[config.mk]
export PLATFORM = sky130hd
export DESIGN_NAME = sar_adc_conversion_interface
export DESIGN_NICKNAME = d
export VERILOG_FILES = /design/src/include/sar_adc_pkg.sv /design/src/include/read_if.sv /design/src/sar_adc_conversion_interface.sv /design/src/read_port.sv
export SDC_FILE = /design/constraint.sdc
export NUM_CORES = 1
export LEC_CHECK = 0
export ABC_AREA = 1
export BUFFER_PORTS_ARGS = -buffer_cell sky130_fd_sc_hd__buf_2
export CELL_PAD_IN_SITES_DETAIL_PLACEMENT = 0
export CELL_PAD_IN_SITES_GLOBAL_PLACEMENT = 1
export CORE_ASPECT_RATIO = 1.5
export CORE_MARGIN = 10
export CORE_UTILIZATION = 42
export CTS_CLUSTER_SIZE = 30
export DETAILED_ROUTE_END_ITERATION = 16
export PLACE_DENSITY = 0.81
export SYNTH_ARGS = -nofsm -noshare
export SYNTH_HDL_FRONTEND = slang
export SYNTH_HIERARCHICAL = 1
export SYNTH_SLANG_ARGS = --single-unit
[constraint.sdc]
create_clock -name i_sys_clk -period 2.25 [get_ports i_sys_clk]
set_clock_uncertainty 0.05 [all_clocks]
set_input_delay 0.1125 -clock i_sys_clk [delete_from_list [all_inputs] [get_ports i_sys_clk]]
set_output_delay 0.1125 -clock i_sys_clk [all_outputs]
set_load 0.01 [all_outputs]
[src/include/sar_adc_pkg.sv]
package sar_adc_pkg;
   localparam int RESULT_BITS = 10;
   localparam logic [9:0] RESULT_RESET = 10'h000;
   localparam logic [9:0] DAC_FULL_SCALE = 10'h3FF;
   localparam logic [9:0] MSB_TRIAL = 10'h200;
   localparam logic [3:0] MSB_IDX = 4'h9;
   localparam logic [1:0] DIV_LAST = 2'h3;
   localparam logic [2:0] HOLD_LAST = 3'h4;
   localparam logic [2:0] DECIDE_LAST = 3'h7;
   localparam logic [2:0] XFER_LAST = 3'h3;
   localparam logic [5:0] SYNC_MAX_CLKS = 6'h04;
   localparam logic [5:0] APPROX_CLKS = 6'h28;
   localparam logic [5:0] CONV_MIN_CLKS = 6'h2A;
   localparam logic [5:0] CONV_MAX_CLKS = 6'h2E;
   localparam logic [5:0] PIN_IDLE = 6'h1C;
   typedef enum logic [4:0] {
      ST_IDLE = 5'h01,
      ST_INIT = 5'h02,
      ST_SYNC = 5'h04,
      ST_APPROX = 5'h08,
      ST_XFER = 5'h10
   } conv_state_e;
endpackage

[src/include/read_if.sv]
`timescale 1ns/1ps
`default_nettype none
interface read_if;
   logic [9:0] result;
   logic eoc;
   logic rd_sel;
   logic byte_select;
   modport core (output result, eoc, rd_sel, byte_select);
   modport port (input result, eoc, rd_sel, byte_select);
endinterface
`default_nettype wire

[src/sar_adc_conversion_interface.sv]
`timescale 1ns/1ps
`default_nettype none
module sar_adc_conversion_interface #(
   parameter bit BYTE_VARIANT = 1'b1
) (
   input wire logic i_sys_clk,
   input wire logic i_rst_n,
   input wire logic i_conv_clk,
   input wire logic i_cs_n,
   input wire logic i_wr_n,
   input wire logic i_rd_n,
   input wire logic i_byte_select,
   input wire logic i_cmp_high,
   output logic [sar_adc_pkg::RESULT_BITS-1:0] o_result_bus_out,
   output logic o_result_bus_oe,
   output logic o_busy_out,
   output logic o_busy_oe,
   output logic o_done_out,
   output logic o_done_oe,
   output logic [sar_adc_pkg::RESULT_BITS-1:0] o_dac_code,
   output logic o_autozero,
   output logic o_sample_pos,
   output logic o_sample_neg
);
   import sar_adc_pkg::*;

   // ------------------------------------------------------------
   // pin synchronisers
   // ------------------------------------------------------------
   logic [5:0] pin_raw;
   logic [5:0] meta_reg;
   logic [5:0] pin_reg;
   logic conv_lvl, cs_n_s, wr_n_s, rd_n_s, bsel_s, cmp_s;
   logic conv_prev_reg;
   logic conv_rise, conv_edge, sel, wr_start, rd_access;
   assign pin_raw = {i_conv_clk, i_cs_n, i_wr_n, i_rd_n,
                     i_byte_select, i_cmp_high};
   always_ff @(posedge i_sys_clk) begin
      if (!i_rst_n) begin
         meta_reg <= PIN_IDLE;
         pin_reg <= PIN_IDLE;
      end else begin
         meta_reg <= pin_raw;
         pin_reg <= meta_reg;
      end
   end
   assign {conv_lvl, cs_n_s, wr_n_s, rd_n_s, bsel_s, cmp_s} = pin_reg;
   // both edges count: the phase timing has half-clock steps
   always_ff @(posedge i_sys_clk) begin
      if (!i_rst_n) begin
         conv_prev_reg <= 1'b0;
      end else begin
         conv_prev_reg <= conv_lvl;
      end
   end
   assign conv_rise = conv_lvl & ~conv_prev_reg;
   assign conv_edge = conv_lvl ^ conv_prev_reg;

   // ------------------------------------------------------------
   // strobe decode
   // ------------------------------------------------------------
   assign sel = ~cs_n_s;
   assign wr_start = sel & ~wr_n_s & rd_n_s;
   assign rd_access = sel & ~rd_n_s & wr_n_s;

   // ------------------------------------------------------------
   // divide-by-4 synchronisation counter
   // ------------------------------------------------------------
   logic [1:0] div_reg;
   always_ff @(posedge i_sys_clk) begin
      if (!i_rst_n) begin
         div_reg <= 2'h0;
      end else if (conv_rise) begin
         div_reg <= div_reg + 2'h1;
      end
   end

   // ------------------------------------------------------------
   // sequencer
   // ------------------------------------------------------------
   conv_state_e state_reg, state_next;
   logic [2:0] half_reg;
   logic [3:0] bit_idx_reg;
   logic decide, hold_pos, xfer_done, enter_init;
   assign decide = (state_reg == ST_APPROX) && conv_edge
                   && (half_reg == DECIDE_LAST);
   assign hold_pos = (state_reg == ST_APPROX) && conv_edge
                     && (half_reg == HOLD_LAST)
                     && (bit_idx_reg == MSB_IDX);
   assign xfer_done = (state_reg == ST_XFER) && conv_edge
                      && (half_reg == XFER_LAST);

   always_comb begin
      state_next = state_reg;
      unique case (state_reg)
         ST_IDLE: begin
            if (wr_start) begin
               state_next = ST_INIT;
            end
         end
         ST_INIT: begin
            if (wr_n_s) begin
               state_next = ST_SYNC;
            end
         end
         ST_SYNC: begin
            if (wr_start) begin
               state_next = ST_INIT;
            end else if (conv_rise && div_reg == DIV_LAST) begin
               state_next = ST_APPROX;
            end
         end
         ST_APPROX: begin
            if (wr_start) begin
               state_next = ST_INIT;
            end else if (decide && bit_idx_reg == 4'h0) begin
               state_next = ST_XFER;
            end
         end
         ST_XFER: begin
            if (wr_start) begin
               state_next = ST_INIT;
            end else if (xfer_done) begin
               state_next = ST_IDLE;
            end
         end
      endcase
   end
   assign enter_init = (state_next == ST_INIT) && (state_reg != ST_INIT);
   always_ff @(posedge i_sys_clk) begin
      if (!i_rst_n) begin
         state_reg <= ST_IDLE;
      end else begin
         state_reg <= state_next;
      end
   end
   // half-period count within a bit test or the transfer wait
   always_ff @(posedge i_sys_clk) begin
      if (!i_rst_n) begin
         half_reg <= 3'h0;
      end else if (state_next != state_reg) begin
         half_reg <= 3'h0;
      end else if (conv_edge) begin
         half_reg <= half_reg + 3'h1;
      end
   end
   always_ff @(posedge i_sys_clk) begin
      if (!i_rst_n) begin
         bit_idx_reg <= MSB_IDX;
      end else if (state_next == ST_APPROX && state_reg == ST_SYNC) begin
         bit_idx_reg <= MSB_IDX;
      end else if (decide && bit_idx_reg != 4'h0) begin
         bit_idx_reg <= bit_idx_reg - 4'h1;
      end
   end

   // ------------------------------------------------------------
   // approximation register
   // ------------------------------------------------------------
   logic [RESULT_BITS-1:0] sar_reg, result_reg;
   function automatic logic [RESULT_BITS-1:0] trial_step(
      input logic [RESULT_BITS-1:0] code,
      input logic [3:0] idx,
      input logic keep
   );
      logic [RESULT_BITS-1:0] c;
      c = code;
      c[idx] = keep;
      if (idx != 4'h0) begin
         c[idx - 4'h1] = 1'b1;
      end
      return c;
   endfunction
   always_ff @(posedge i_sys_clk) begin
      if (!i_rst_n) begin
         sar_reg <= RESULT_RESET;
      end else if (enter_init) begin
         sar_reg <= DAC_FULL_SCALE;
      end else if (state_next == ST_APPROX && state_reg == ST_SYNC) begin
         sar_reg <= MSB_TRIAL;
      end else if (decide) begin
         sar_reg <= trial_step(sar_reg, bit_idx_reg, cmp_s);
      end
   end
   always_ff @(posedge i_sys_clk) begin
      if (!i_rst_n) begin
         result_reg <= RESULT_RESET;
      end else if (xfer_done) begin
         result_reg <= sar_reg;
      end
   end

   // ------------------------------------------------------------
   // completion flag
   // ------------------------------------------------------------
   // one flag stands for done, busy and end of conversion;
   // a completion landing with a new start still sets it first
   logic complete_reg;
   always_ff @(posedge i_sys_clk) begin
      if (!i_rst_n) begin
         complete_reg <= 1'b0;
      end else if (xfer_done) begin
         complete_reg <= 1'b1;
      end else if (state_reg == ST_INIT) begin
         complete_reg <= 1'b0;
      end
   end

   // ------------------------------------------------------------
   // analog front-end controls
   // ------------------------------------------------------------
   // outside a conversion nothing changes, so the held input survives
   always_ff @(posedge i_sys_clk) begin
      if (!i_rst_n) begin
         o_autozero <= 1'b0;
      end else if (enter_init) begin
         o_autozero <= 1'b1;
      end else if (state_next == ST_SYNC) begin
         o_autozero <= 1'b0;
      end
   end
   always_ff @(posedge i_sys_clk) begin
      if (!i_rst_n) begin
         o_sample_pos <= 1'b0;
         o_sample_neg <= 1'b0;
      end else if (enter_init) begin
         o_sample_pos <= 1'b1;
         o_sample_neg <= 1'b0;
      end else if (hold_pos) begin
         o_sample_pos <= 1'b0;
         o_sample_neg <= 1'b1;
      end
   end
   assign o_dac_code = sar_reg;
   // ------------------------------------------------------------
   // open-drain flags
   // ------------------------------------------------------------
   assign o_done_out = 1'b0;
   assign o_done_oe = complete_reg;
   assign o_busy_out = 1'b0;
   assign o_busy_oe = rd_access & ~complete_reg;
   // ------------------------------------------------------------
   // read port
   // ------------------------------------------------------------
   read_if rif ();
   assign rif.result = result_reg;
   assign rif.eoc = complete_reg;
   assign rif.rd_sel = rd_access;
   assign rif.byte_select = bsel_s;
   read_port #(
      .BYTE_VARIANT(BYTE_VARIANT)
   ) u_read_port (
      .i_sys_clk(i_sys_clk),
      .i_rst_n(i_rst_n),
      .rd(rif.port),
      .o_bus_data(o_result_bus_out),
      .o_bus_oe(o_result_bus_oe)
   );

   // ------------------------------------------------------------
   // check helpers
   // ------------------------------------------------------------
   logic [5:0] total_rise_reg, approx_rise_reg;
   always_ff @(posedge i_sys_clk) begin
      if (!i_rst_n || state_reg == ST_INIT) begin
         total_rise_reg <= 6'h00;
      end else if (conv_rise && state_reg != ST_IDLE) begin
         total_rise_reg <= total_rise_reg + 6'h01;
      end
   end
   always_ff @(posedge i_sys_clk) begin
      if (!i_rst_n || state_reg == ST_SYNC) begin
         approx_rise_reg <= 6'h00;
      end else if (conv_rise && state_reg == ST_APPROX) begin
         approx_rise_reg <= approx_rise_reg + 6'h01;
      end
   end

   // ------------------------------------------------------------
   // checks
   // ------------------------------------------------------------
   a_ignore_unselected: assert property (
      @(posedge i_sys_clk) disable iff (!i_rst_n)
      (state_reg == ST_IDLE && !sel) |=> state_reg == ST_IDLE)
      else $error("strobe acted while deselected");
   a_start_enters_init: assert property (
      @(posedge i_sys_clk) disable iff (!i_rst_n)
      $rose(wr_start) |=> state_reg == ST_INIT)
      else $error("write strobe did not start");
   a_init_setup: assert property (
      @(posedge i_sys_clk) disable iff (!i_rst_n)
      state_reg == ST_INIT |-> (o_dac_code == DAC_FULL_SCALE)
      && o_autozero && o_sample_pos && !o_sample_neg)
      else $error("init phase setup wrong");
   a_sync_delay: assert property (
      @(posedge i_sys_clk) disable iff (!i_rst_n)
      $rose(state_reg == ST_APPROX) |-> (total_rise_reg >= 6'h01)
      && (total_rise_reg <= SYNC_MAX_CLKS))
      else $error("approximation start delay out of range");
   // two rises and the following fall: 2.5 clocks into the phase
   a_hold_then_neg: assert property (
      @(posedge i_sys_clk) disable iff (!i_rst_n)
      $rose(o_sample_neg) |-> !o_sample_pos
      && (approx_rise_reg == 6'h02) && (bit_idx_reg == MSB_IDX))
      else $error("positive hold point wrong");
   a_approx_length: assert property (
      @(posedge i_sys_clk) disable iff (!i_rst_n)
      $rose(state_reg == ST_XFER) |-> approx_rise_reg == APPROX_CLKS)
      else $error("approximation not 40 clocks");
   a_xfer_latch: assert property (
      @(posedge i_sys_clk) disable iff (!i_rst_n)
      $rose(complete_reg) |-> (result_reg == $past(sar_reg))
      && ($past(state_reg) == ST_XFER))
      else $error("result not latched at completion");
   a_conv_time: assert property (
      @(posedge i_sys_clk) disable iff (!i_rst_n)
      $rose(complete_reg) |-> (total_rise_reg >= CONV_MIN_CLKS)
      && (total_rise_reg <= CONV_MAX_CLKS))
      else $error("conversion time out of range");
   a_start_clears: assert property (
      @(posedge i_sys_clk) disable iff (!i_rst_n)
      state_reg == ST_INIT |=> !complete_reg && !o_done_oe)
      else $error("new start kept complete flags");
   a_done_float: assert property (
      @(posedge i_sys_clk) disable iff (!i_rst_n)
      state_reg == ST_APPROX |-> !o_done_oe)
      else $error("done pulled low during conversion");
   a_busy_read_only: assert property (
      @(posedge i_sys_clk) disable iff (!i_rst_n)
      o_busy_oe |-> rd_access && !complete_reg && !o_busy_out)
      else $error("busy driven outside a read");
   a_idle_holds: assert property (
      @(posedge i_sys_clk) disable iff (!i_rst_n)
      (state_reg == ST_IDLE && !wr_start) |=>
      $stable(o_sample_neg) && $stable(o_dac_code))
      else $error("idle disturbed held conditions");
endmodule
`default_nettype wire

[src/read_port.sv]
`timescale 1ns/1ps
`default_nettype none
module read_port #(
   parameter bit BYTE_VARIANT = 1'b1
) (
   input wire logic i_sys_clk,
   input wire logic i_rst_n,
   read_if.port rd,
   output logic [sar_adc_pkg::RESULT_BITS-1:0] o_bus_data,
   output logic o_bus_oe
);
   import sar_adc_pkg::*;

   // ------------------------------------------------------------
   // word formatting
   // ------------------------------------------------------------
   function automatic logic [RESULT_BITS-1:0] read_word(
      input logic [RESULT_BITS-1:0] res,
      input logic eoc,
      input logic hi
   );
      logic [RESULT_BITS-1:0] w;
      w = res;
      if (BYTE_VARIANT && hi) begin
         w = {2'h0, eoc, 5'h00, res[9:8]};
      end else if (BYTE_VARIANT) begin
         w = {2'h0, res[7:0]};
      end
      return w;
   endfunction

   // ------------------------------------------------------------
   // bus drive
   // ------------------------------------------------------------
   // data registered so the pins never glitch mid-read
   always_ff @(posedge i_sys_clk) begin
      if (!i_rst_n) begin
         o_bus_data <= RESULT_RESET;
      end else if (rd.rd_sel) begin
         o_bus_data <= read_word(rd.result, rd.eoc, rd.byte_select);
      end
   end

   always_ff @(posedge i_sys_clk) begin
      if (!i_rst_n) begin
         o_bus_oe <= 1'b0;
      end else begin
         o_bus_oe <= rd.rd_sel;
      end
   end

   // ------------------------------------------------------------
   // checks
   // ------------------------------------------------------------
   a_bus_quiet: assert property (
      @(posedge i_sys_clk) disable iff (!i_rst_n)
      !rd.rd_sel |=> !o_bus_oe)
      else $error("bus driven outside a read");

   a_low_byte: assert property (
      @(posedge i_sys_clk) disable iff (!i_rst_n)
      (BYTE_VARIANT && rd.rd_sel && !rd.byte_select) |=>
      (o_bus_data[7:0] == $past(rd.result[7:0])) && o_bus_oe)
      else $error("low byte read wrong");

   a_high_byte: assert property (
      @(posedge i_sys_clk) disable iff (!i_rst_n)
      (BYTE_VARIANT && rd.rd_sel && rd.byte_select) |=>
      (o_bus_data[7] == $past(rd.eoc)) && (o_bus_data[6:2] == 5'h00)
      && (o_bus_data[1:0] == $past(rd.result[9:8])))
      else $error("high byte read wrong");

   a_wide_word: assert property (
      @(posedge i_sys_clk) disable iff (!i_rst_n)
      (!BYTE_VARIANT && rd.rd_sel) |=>
      (o_bus_data == $past(rd.result)) && o_bus_oe)
      else $error("wide read wrong");
endmodule
`default_nettype wire

== After elaboration in Yosys (flattened, before gate mapping) ==
Cells that the tools add are included.
Storage, ports and cells
  word-level logic and storage cells: 98
  register bits after elaboration: 62
  input bits: 8
  output and inout port bits: 28
Cells by class
  bitwise logic cells: 14
  reductions and logical operators: 22
  equal/unequal tests: 15
  multiplexer cells: 25
  $add $sub $neg: 3
  order comparisons: 4
Operators with widths (number)
  two-way mux 10 bit: 4
  two-way mux 5 bit: 8
  case mux 5 bit (5 select lines): 1
  logical AND 1 bit: 13
  bitwise mux 10 bit: 1
  == test 5 x 2 -> 1 bit, second input constant: 2
  == test 5 x 3 -> 1 bit, second input constant: 2
  == test 5 x 4 -> 1 bit, second input constant: 2
  < comparator 4 x 5 -> 1 bit, second input constant: 2
  OR 10 bit: 1
  demux 1 bit (select 4 bit): 2
  >= comparator 4 x 1 -> 1 bit, second input constant: 2
  two-way mux 1 bit: 8
  two-way mux 8 bit: 1
  bitwise AND 1 bit: 6
  == test 3 bit, second input constant: 2
  NOT 1 bit: 6
  nonzero test 2 bit: 3
  OR reduction 2 bit: 3
  == test 5 x 1 -> 1 bit, second input constant: 1
  == test 5 bit, second input constant: 1
  != test 5 x 2 -> 1 bit, second input constant: 1
  != test 5 bit: 1
  == test 4 bit, second input constant: 1
  other kinds (9): 9

== Logic depth before layout (Yosys ltp) ==
Gate-level depths: netlist (run 1).
  word-level depth: 11
  mapped depth: 14
  gate-level depth less buffers: 14

== By module ==
Netlist (run 1), hierarchy kept.
By module, submodules not included
  sar_adc_conversion_interface: instances 1, cells an instance 351, area an instance 2595.0 sq um, seq. area each 1021.0 sq um
  read_port: instances 1, cells an instance 54, area an instance 380.4 sq um, seq. area each 180.2 sq um

== Worst setup path before layout (run 1) ==
Ideal clock, no wire load.
  path type: register to register
  start: register bit_idx_reg[0]
  end: register sar_reg[5], in the netlist o_dac_code[5]
  stages on the path, launching flop included: 12
  clock period less this slack: 1.775 ns
  setup time: 0.070 ns
  path slack: 0.475 ns
  required time: 2.130 ns
  buffers on the path: 1
  arrival: 1.656 ns
  path through: dfxtp_1 inv_1 ha_1 inv_1 nor2_8 nand4_2 nand3_1 nand2_1 nor2_2 nand2_2 buf_6 a21oi_2
Between the ends
  cells in the longest elaborated chain, start to end: 10
  elaborated cells between the ends (all ways): 28
  classes of those cells: 1 x add/sub; 4 x order compare; 2 x eq/ne; 12 x mux; 1 x bitwise; 8 x reduce/logical
Ends and longest elaborated chain
  start, declared: RTL line sar_adc_conversion_interface.sv:83  | logic [3:0] bit_idx_reg;
  start signal, assigned: RTL line sar_adc_conversion_interface.sv:153  | bit_idx_reg <= bit_idx_reg - 4'h1;
  subtractor 4 x 1 -> 4 bit (tied with other cells): RTL line sar_adc_conversion_interface.sv:170  | c[idx - 4'h1] = 1'b1;
  < comparator 4 x 5 -> 1 bit (implied by the code) (tied with other cells): RTL line sar_adc_conversion_interface.sv:170
  logical AND 1 bit (implied by the code) or two-way mux 1 bit (tied branches): RTL line sar_adc_conversion_interface.sv:170, sar_adc_conversion_interface.sv:168
  two-way mux 1 bit (implied by the code) or demux 1 bit (select 4 bit) (tied branches): RTL line sar_adc_conversion_interface.sv:170, sar_adc_conversion_interface.sv:168
  demux 1 bit (select 4 bit) or bitwise mux 10 bit (tied branches): RTL line sar_adc_conversion_interface.sv:170, sar_adc_conversion_interface.sv:168
  OR 10 bit (no line)
  two-way mux 10 bit: RTL line sar_adc_conversion_interface.sv:169  | if (idx != 4'h0) begin
  two-way mux 10 bit: RTL line sar_adc_conversion_interface.sv:181  | end else if (decide) begin
  two-way mux 10 bit: RTL line sar_adc_conversion_interface.sv:179  | end else if (state_next == ST_APPROX && state_reg == ST_SYNC) begin
  two-way mux 10 bit: RTL line sar_adc_conversion_interface.sv:177  | end else if (enter_init) begin
  end signal, assigned: RTL line sar_adc_conversion_interface.sv:182  | sar_reg <= trial_step(sar_reg, bit_idx_reg, cmp_s);
  end, declared: RTL line sar_adc_conversion_interface.sv:160  | logic [RESULT_BITS-1:0] sar_reg, result_reg;
Parallel ways exist; a longest one is shown, timed or not. The select of a mux whose other input is x is not followed.
A chain may end at the register's enable or synchronous reset.

== Worst setup path after layout (run 1) ==
  start: register bit_idx_reg[0]
  end: register sar_reg[9], in the netlist o_dac_code[9]
The elaborated chain is that of the path after synthesis.

==> summary.txt, run 1 <==
Async SR Flop Fraction = 0%
Final ANT Viol Nets = 0
Via/cell ratio = 4.71
Worst vdd ir = 0.322 mV
Status = complete, no violations
Sink Count = 60
Worst Setup Start Kind = flip-flop
CP dominant cell by count = inv_1
Setup violations, final = 0
Gate Count Post-Synth = 405
Post-synth EDFFs = 0
Initial drt markers = 102
Vias in the first global route = 2442
Largest net degree at the start of global routing = 27
Vias = 2503
HPWL after detailed placement = 5060 µm
Core Region = 6900 µm²
Endpoint class of the critical path = flip-flop
Root Buffer = clkbuf_8
N_diodes = 0
Fin crit share = 88.4%
Crit path required time = 2480 ps
Synth Cell Area = 2980 µm²
Routed len/inst = 12.1 µm
Power density over the cells = 644 nW/µm²
GPL Wtd Cong = 0.843
Max stage delay on crit path = 370 ps
Rows = 37
Synth Flop Type = dfxtp_1
Crit path time final = 1990 ps
CTS tree = yes
Final Max Slew Viols = 0
Drt pass-1 iters = 4
Clock transition at the registers of the reported paths = 70 ps
CP max FO = 13
Layout net count = 470
Critical path type = flip-flop to flip-flop
Die Width = 88.7 µm
Final setup margin = 261 ps
WP data arrival = 2220 ps
Post-Route WL = 6410 µm
Port-buffer cells = 31
Tot GR Track Use = 12.7%
Initial antenna violation count = 0
Worst-path cell chain = inv_1 > ha_1 > inv_1 > nor2_8 > nand4_2 > nand3_1 > nand2_1 > nor2_2 > nand2_4 > nand3_1 > nand2_1 > inv_1
HP Class = primary input to flip-flop
Initial Utilization = 43.1%
Total CTS buffers = 9
Final TNS setup = 0 ps
CP top delay family = simple AND/OR/NAND/NOR gates
GRT overflow = 0
Worst path slowest cell = dfxtp_1
Bufs on Longest Clock Path = 2
Die height = 123 µm
Max Cap Viol = 0
Synth-to-layout area growth = 17.1%
Synth Register Bits = 60
Critical path buffer and inverter count = 3
Sequential area share after synthesis = 40.4%
Fin. Hold Viols = 0
Share of cells above drive strength 1 = 20.1%
Clk Latency, worst-skew pair = 330 ps
H-tree depth = 3
Leakage = 1.66 nW
First-pass GRT wire length = 11200 µm
RSZ-0062 raised after global routing = no
Remaining DRCs = 0
YS warnings = 6
Max Clock Freq = 0.503 GHz
Post-CTS setup buffer count = 0
Placement Setup Slack = 161 ps
Synth unique cells = 36
Syn avg cell area = 7.35 µm²
Ports = 36
DIE AREA = 10900 µm²
## stage by stage
step           hold slack, ps  instance area [µm²]  cells  power (mW)  utilization [%]
2_1_floorplan             160                 2980    407        1.17                -
3_3_place_gp              244                 3190    509        1.19             46.3
3_5_place_dp              249                 3190    509        1.20             46.3
4_1_cts                   157                 3480    531        2.28             50.4
5_1_grt                   182                 3480    531        2.33             50.5
6_report                  172                 3480    531        2.24             50.5
## worst min-delay path: stages
cell and delay (ps):
buf_2 100, buf_4 210, nand2_1 90
## layout by cell type (no fill, tap or decap), drive strengths merged
cell	synthesis	layout
buf	11	36
nor2	50	50
nand4	5	5
dfxtp	60	60
mux2i	1	1
dlygate4sd3	0	6
a21oi	38	38
xnor2	2	2
o21bai	1	1
or2	7	7
conb	2	4
nor3	4	4
clkinvlp	0	3
clkinv	1	2
bufinv	0	2
a31oi	1	1
nand2	83	83
ha	14	14
xor2	3	3
o21ai	36	36
inv	60	60
a22oi	1	1
nor4	1	1
nand3	23	23
clkbuf	1	10
## final timing paths
path | depth (start not counted) | slack [ps] | to | startpoint
worst min-delay path | 3 | 170 | state_reg[0]$_SDFF_PN1_ | i_rst_n
worst min register to register | 2 | 360 | pin_reg[5]$_SDFF_PN0_ | meta_reg[5]$_SDFF_PN0_
worst max-delay path | 12 | 260 | o_dac_code[9]$_SDFFE_PN0P_ | bit_idx_reg[0]$_SDFFE_PP1P_
worst max register to register | 12 | 260 | o_dac_code[9]$_SDFFE_PN0P_ | bit_idx_reg[0]$_SDFFE_PP1P_
## layout make-up
type                            count  area [µm²]
Inverter                           61         230
Tap cell                           78        97.6
Timing Repair Buffer               42         253
Clock inverter                      6        87.6
Clock buffer                       10         138
Multi-Input combinational cell    274        1480
Fill cell                         710        3410
Sequential cell                    60        1200
## cells in the mapped netlist (4+ instances only)
library cell	instances	area share, %
nand2_2	5	1.1
a21oi_2	10	2.9
nand4_1	4	0.84
nand3_1	23	3.9
a21oi_1	28	4.7
nand2_1	77	9.7
inv_2	4	0.50
ha_1	14	5.9
or2_2	6	1.3
buf_4	5	1.3
o21ai_0	35	5.9
dfxtp_1	60	40
nor2_2	6	1.3
nor2_1	41	5.2
inv_1	56	7.1
## cells by family after synthesis
family / Yosys count / synth area share, %
fa+ha+maj: 14 / 5.89
simple gates: 173 / 26.8
buf+inv: 73 / 10.4
compound gates: 77 / 14.4
flops: 60 / 40.4
other cells: 2 / 0.252
mux: 1 / 0.336
xor+xnor: 5 / 1.47
## power by group
part | switching, mW | internal [mW] | leakage, nW
Combinational | 0.0504 | 0.0352 | 1.07
Sequential | 0.0120 | 1.08 | 0.487
Clock | 0.413 | 0.651 | 0.105
## metal layers
metal  vias up  global-route usage (%)  wire, µm
met4         0                    5.68       109
li1       1358                       -         -
met3        11                    3.62       378
met1      1089                    14.4      2820
met5         -                       0         0
met2        45                    21.6      3100
## repair_timing
item                                    in CTS  in global routing
hold buffers                                 6                  0
hold endpoints to repair                     6                  0
endpoints found under the setup margin       0                  7
gates resized for setup                      0                  1
(Power assumes the default switching activity.)
==> inputs of run 2 (changes only) <==
- clock period: 2.25 -> 1.9 ns (I/O delays scaled with it)
==> summary.txt, run 2 (same netlist as run 1, synthesis figures left out) <==
Status = complete, no violations (unchanged)
Core Region = 6900 µm² (unchanged)
Clock transition at the registers of the reported paths = 70 ps (about the same)
Max Clock Freq = 0.560 GHz (was 0.503 GHz)
Hold Path Depth = 3 (unchanged)
Worst Tran Pin Value = 517 ps
Power density over the cells = 749 nW/µm² (was 644 nW/µm²)
Synth-to-layout area growth = 23.9% (was 17.1%)
Endpoint class of the critical path = flip-flop (unchanged)
GRT overflow = 0 (unchanged)
Reg2reg path depth = 11 (was 12)
Crit path time final = 1790 ps (was 1990 ps)
Die height = 123 µm (unchanged)
Psw = 0.567 mW (was 0.476 mW)
Leakage = 1.76 nW (was 1.66 nW)
Cell area after layout = 3690 µm² (was 3480 µm²)
Routed len/inst = 12.4 µm (was 12.1 µm)
Final ANT Viol Nets = 0 (unchanged)
Post-Route WL = 6790 µm (was 6410 µm)
Combinational fraction of design power = 3.9% (was 3.8%)
Ports = 36 (unchanged)
Clock Power Share = 49.2% (was 47.5%)
Via/cell ratio = 4.78 (was 4.71)
Fin. Hold Viols = 0 (unchanged)
Setup violations, final = 0 (unchanged)
Worst vdd ir = 0.432 mV (was 0.322 mV)
Layout net count = 488 (was 470)
Sink Count = 60 (unchanged)
Slew headroom = 65.5%
Cell count after placement = 525 (was 509)
Root Buffer = clkbuf_8 (unchanged)
Rows = 37 (unchanged)
Initial antenna violation count = 0 (unchanged)
Bufs on Longest Clock Path = 2 (unchanged)
Vias in the first global route = 2579 (was 2442)
GPL Wtd Cong = 0.815 (was 0.843)
Total CTS buffers = 9 (unchanged)
Worst Setup Start Kind = flip-flop (unchanged)
Placed Area = 3330 µm² (was 3190 µm²)
Remaining DRCs = 0 (unchanged)
N_diodes = 0 (unchanged)
Finished Layout Cells = 549 (was 531)
Crit path required time = 2120 ps (was 2480 ps)
Critical path type = flip-flop to flip-flop (unchanged)
Drt pass-1 iters = 4 (unchanged)
HP Class = primary input to flip-flop (unchanged)
Port-buffer cells = 31 (unchanged)
Vias = 2626 (was 2503)
Clk Latency, worst-skew pair = 340 ps (was 330 ps)
First-pass GRT wire length = 11500 µm (was 11200 µm)
H-tree depth = 3 (unchanged)
FILL cells = 698 (was 710)
Tot GR Track Use = 13.2% (was 12.7%)
Internal Pwr Total = 2.19 mW (was 1.77 mW)
DIE AREA = 10900 µm² (unchanged)
Power after layout = 2.76 mW (was 2.24 mW)
Commonest non-fill, non-tap cell in the layout = nand2_1 (unchanged)
Share of cells above drive strength 1 = 25.5% (was 20.1%)
Most frequent cells in the layout = 77 x nand2_1, 57 x dfxtp_1, 54 x inv_1 (was 77 x nand2_1, 60 x dfxtp_1, 56 x inv_1)
Final Max Slew Viols = 0 (unchanged)
WP data arrival = 2010 ps (was 2220 ps)
Fin crit share = 94.1% (was 88.4%)
CP max FO = 9 (was 13)
CTS tree = yes (unchanged)
Largest net degree at the start of global routing = 27 (unchanged)
Switching part of the total = 20.5% (was 21.2%)
Initial Utilization = 43.1% (unchanged)
Initial drt markers = 120 (was 102)
Sequential share of power = 47.0% (was 48.7%)
Max Cap Viol = 0 (unchanged)
HPWL after detailed placement = 5190 µm (was 5060 µm)
Die Width = 88.7 µm (unchanged)
==> run 2: worst paths after layout <==
check,slack [ps],to,from
setup / recovery,110,o_dac_code[4]$_SDFFE_PN0P_,bit_idx_reg[0]$_SDFFE_PP1P_
hold / removal,150,state_reg[0]$_SDFF_PN1_,i_rst_n
setup reg to reg,110,o_dac_code[4]$_SDFFE_PN0P_,bit_idx_reg[0]$_SDFFE_PP1P_
hold reg to reg,360,pin_reg[0]$_SDFF_PN0_,meta_reg[0]$_SDFF_PN0_
==> run 2: power groups by stage <==
stage	Sequential (mW)	Clock [mW]	Combinational, mW
floorplan	1.32	0	0.0715
global placement	1.32	0	0.0940
detailed placement	1.32	0	0.0962
CTS	1.29	1.39	0.107
global route	1.30	1.44	0.124
finish	1.30	1.36	0.107
==> run 2: area by class of cell <==
cell class / count / area, µm² / area share [%]
multi-input cells: 274 / 1520 / 41.2
flip-flops and latches: 60 / 1200 / 32.7
repair buffers: 60 / 400 / 10.9
inverters: 61 / 233 / 6.31
clock buffers: 11 / 131 / 3.56
clock inverters: 5 / 100 / 2.72
well taps: 78 / 97.6 / 2.65
==> run 2: repair_timing <==
item                       CTS  global route
hold endpoints to repair     6             0
setup buffers                0             2
hold buffers                 6             0
resized for setup            0            17
setup endpoints to repair    0            12
==> run 2: metrics by stage <==
step / hold WS [ps] / TNS (ps) / worst slack [ps] / utilization (%)
global route: 161 / -29.3 / -24.5 / 53.4
global placement: 228 / 0 / 98.2 / 48.2
floorplan: 143 / 0 / 125 / -
CTS: 141 / 0 / 8.50 / 52.4
finish: 149 / 0 / 113 / 53.4
detailed placement: 234 / 0 / 82.8 / 48.2
==> run 2: critical path, cell delays in order (launching register included) <==
cell	delay, ps
dfxtp_1	310
inv_1	80
ha_2	200
inv_1	90
nor2_8	120
nand4_2	150
nand3_1	130
nand2_1	90
nor2_2	140
nand2_4	90
buf_12	150
a21oi_2	120
==> run 2: per-layer routing <==
layer	GRT usage (%)	routed length, µm	up-vias
li1	-	-	1394
met1	14.3	2890	1175
met2	23.2	3450	44
met3	3.49	323	13
met4	5.78	124	0
met5	0	0	-
==> inputs of run 3 (changes only) <==
- SETUP_SLACK_MARGIN: default -> 0.2
==> summary.txt, run 3 (same netlist as run 1, synthesis figures left out) <==
Final Max Slew Viols = 0 (unchanged)
Initial Utilization = 43.1% (unchanged)
Initial drt markers = 115 (was 120)
Setup violations, final = 0 (unchanged)
Worst Hold Launch = i_rst_n (unchanged)
Cell area after layout = 3930 µm² (was 3690 µm²)
Vias = 2739 (was 2626)
N_diodes = 0 (unchanged)
First-pass GRT wire length = 12300 µm (was 11500 µm)
CP dominant cell by count = nand2_1 (was inv_1)
Synth-to-layout area growth = 32.0% (was 23.9%)
Worst vdd ir = 0.577 mV (was 0.432 mV)
Fin crit share = 89.4% (was 94.1%)
Power density over the cells = 654 nW/µm² (was 749 nW/µm²)
Largest net degree at the start of global routing = 27 (unchanged)
Initial antenna violation count = 0 (unchanged)
Layout net count = 502 (was 488)
WP data arrival = 1910 ps (was 2010 ps)
HP Class = primary input to flip-flop (unchanged)
Reg2reg start = half_reg[0]$_SDFFE_PP0N_ (was bit_idx_reg[0]$_SDFFE_PP1P_)
Clk Latency, worst-skew pair = 340 ps (about the same)
Drt pass-1 iters = 4 (unchanged)
Port-buffer cells = 31 (unchanged)
Endpoint class of the critical path = flip-flop (unchanged)
Placement Setup Slack = 14.8 ps (was 82.8 ps)
RR Endpoint = half_reg[0]$_SDFFE_PP0N_ (was o_dac_code[4]$_SDFFE_PN0P_)
Die Width = 88.7 µm (unchanged)
Vias in the first global route = 2697 (was 2579)
Commonest non-fill, non-tap cell in the layout = nand2_1 (unchanged)
CP top delay family = simple AND/OR/NAND/NOR gates (unchanged)
Final TNS setup = 0 ps (unchanged)
Crit path required time = 2110 ps (was 2120 ps)
Post-layout util = 56.9% (was 53.4%)
CP max FO = 3 (was 9)
GPL Wtd Cong = 0.878 (was 0.815)
Fin. Hold Viols = 0 (unchanged)
Total CTS buffers = 9 (unchanged)
Max Clock Freq = 0.589 GHz (was 0.560 GHz)
Status = complete, no violations (unchanged)
Crit path time final = 1700 ps (was 1790 ps)
Clock transition at the registers of the reported paths = 60 ps (was 70 ps)
Ports = 36 (unchanged)
Reg2reg path depth = 10 (was 11)
Leakage = 1.84 nW (was 1.76 nW)
Die height = 123 µm (unchanged)
H-tree depth = 3 (unchanged)
Critical path buffer and inverter count = 2 (was 3)
Tot GR Track Use = 14.2% (was 13.2%)
HPWL after detailed placement = 5280 µm (was 5190 µm)
Root Buffer = clkbuf_8 (unchanged)
Worst-path cell chain = ha_4 > ha_1 > nand4_4 > nand3_2 > buf_4 > nand2_1 > nand2_1 > inv_1 > nand4_1 > nor2_1 (was inv_1 > ha_2 > inv_1 > nor2_8 > nand4_2 > nand3_1 > nand2_1 > nor2_2 > nand2_4 > buf_12 > a21oi_2)
R2R Setup Slk = 200 ps (was 110 ps)
Crit. Startpoint = half_reg[0]$_SDFFE_PP0N_ (was bit_idx_reg[0]$_SDFFE_PP1P_)
Core Region = 6900 µm² (unchanged)
CTS tree = yes (unchanged)
Remaining DRCs = 0 (unchanged)
Critical path type = flip-flop to flip-flop (unchanged)
GRT overflow = 0 (unchanged)
Worst path slowest cell = dfxtp_2 (was dfxtp_1)
Sink of the worst hold path = state_reg[0]$_SDFF_PN1_ (unchanged)
Hold Path Depth = 3 (unchanged)
Sink Count = 60 (unchanged)
Most frequent cells in the layout = 73 x nand2_1, 50 x inv_1, 49 x dfxtp_1 (was 77 x nand2_1, 57 x dfxtp_1, 54 x inv_1)
Placed Area = 3320 µm² (was 3330 µm²)
Routed len/inst = 12.8 µm (was 12.4 µm)
Max Cap Viol = 0 (unchanged)
Rows = 37 (unchanged)
Share of cells above drive strength 1 = 35.3% (was 25.5%)
RSZ-0062 raised after global routing = yes
Max stage delay on crit path = 340 ps (was 310 ps)
Via/cell ratio = 4.87 (was 4.78)
Final setup margin = 202 ps (was 113 ps)
Post-Route WL = 7210 µm (was 6790 µm)
DIE AREA = 10900 µm² (unchanged)
Final ANT Viol Nets = 0 (unchanged)
Bufs on Longest Clock Path = 2 (unchanged)
Worst Setup Start Kind = flip-flop (unchanged)
[run 3: cell type report]
cell class / instances / area, µm²
clock buffers: 12 / 155
repair buffers: 73 / 505
well taps: 78 / 97.6
clock inverters: 4 / 47.5
flip-flops and latches: 60 / 1220
inverters: 61 / 238
fillers: 669 / 2970
multi-input cells: 275 / 1660
[run 3: through the flow]
step	total power, mW	hold slack (ps)	instances
finish	2.57	154	563
global route	2.67	182	563
CTS	2.58	143	560
detailed placement	1.42	235	524
global placement	1.42	230	524
floorplan	1.39	143	407
[run 3: tightest hold or removal path, cell delays in order]
cell	delay [ps]
buf_2	100
buf_4	210
nand2_1	90
[run 3: worst max path at each step]
stage	to	slack, ps	depth (start not counted)
2_1_floorplan	o_dac_code[5]$_SDFFE_PN0P_	210	10
3_3_place_gp	o_dac_code[5]$_SDFFE_PN0P_	50	9
3_5_place_dp	o_dac_code[9]$_SDFFE_PN0P_	10	12
4_1_cts	o_dac_code[6]$_SDFFE_PN0P_	200	9
5_1_grt	half_reg[1]$_SDFFE_PP0N_	70	11
6_report	half_reg[0]$_SDFFE_PP0N_	200	10
[run 3: where the power goes]
group / total, mW / switching [mW] / internal, mW / leakage (nW)
combinational: 0.120 / 0.0670 / 0.0528 / 1.25
sequential: 1.29 / 0.0159 / 1.28 / 0.490
clock: 1.15 / 0.482 / 0.673 / 0.102
total: 2.57 / 0.564 / 2.00 / 1.84
[run 3: metal layers]
metal  share of wire [%]  track usage, %  vias to the layer above  wire [µm]
li1                    -               -                     1426          -
met1                  40            15.0                     1243       2910
met3                 4.9            4.15                       16        352
met4                 2.7            7.10                        0        197
met5                   0               0                        -          0
met2                  52            25.1                       54       3750
[run 3: what timing repair did]
item | in CTS | in global routing
pin swaps | 17 | 18
gates cloned | 1 | 0
hold endpoints to repair | 6 | 0
resized for setup | 32 | 34
setup endpoints to repair | 18 | 23
setup buffers | 13 | 3
hold buffers | 6 | 0
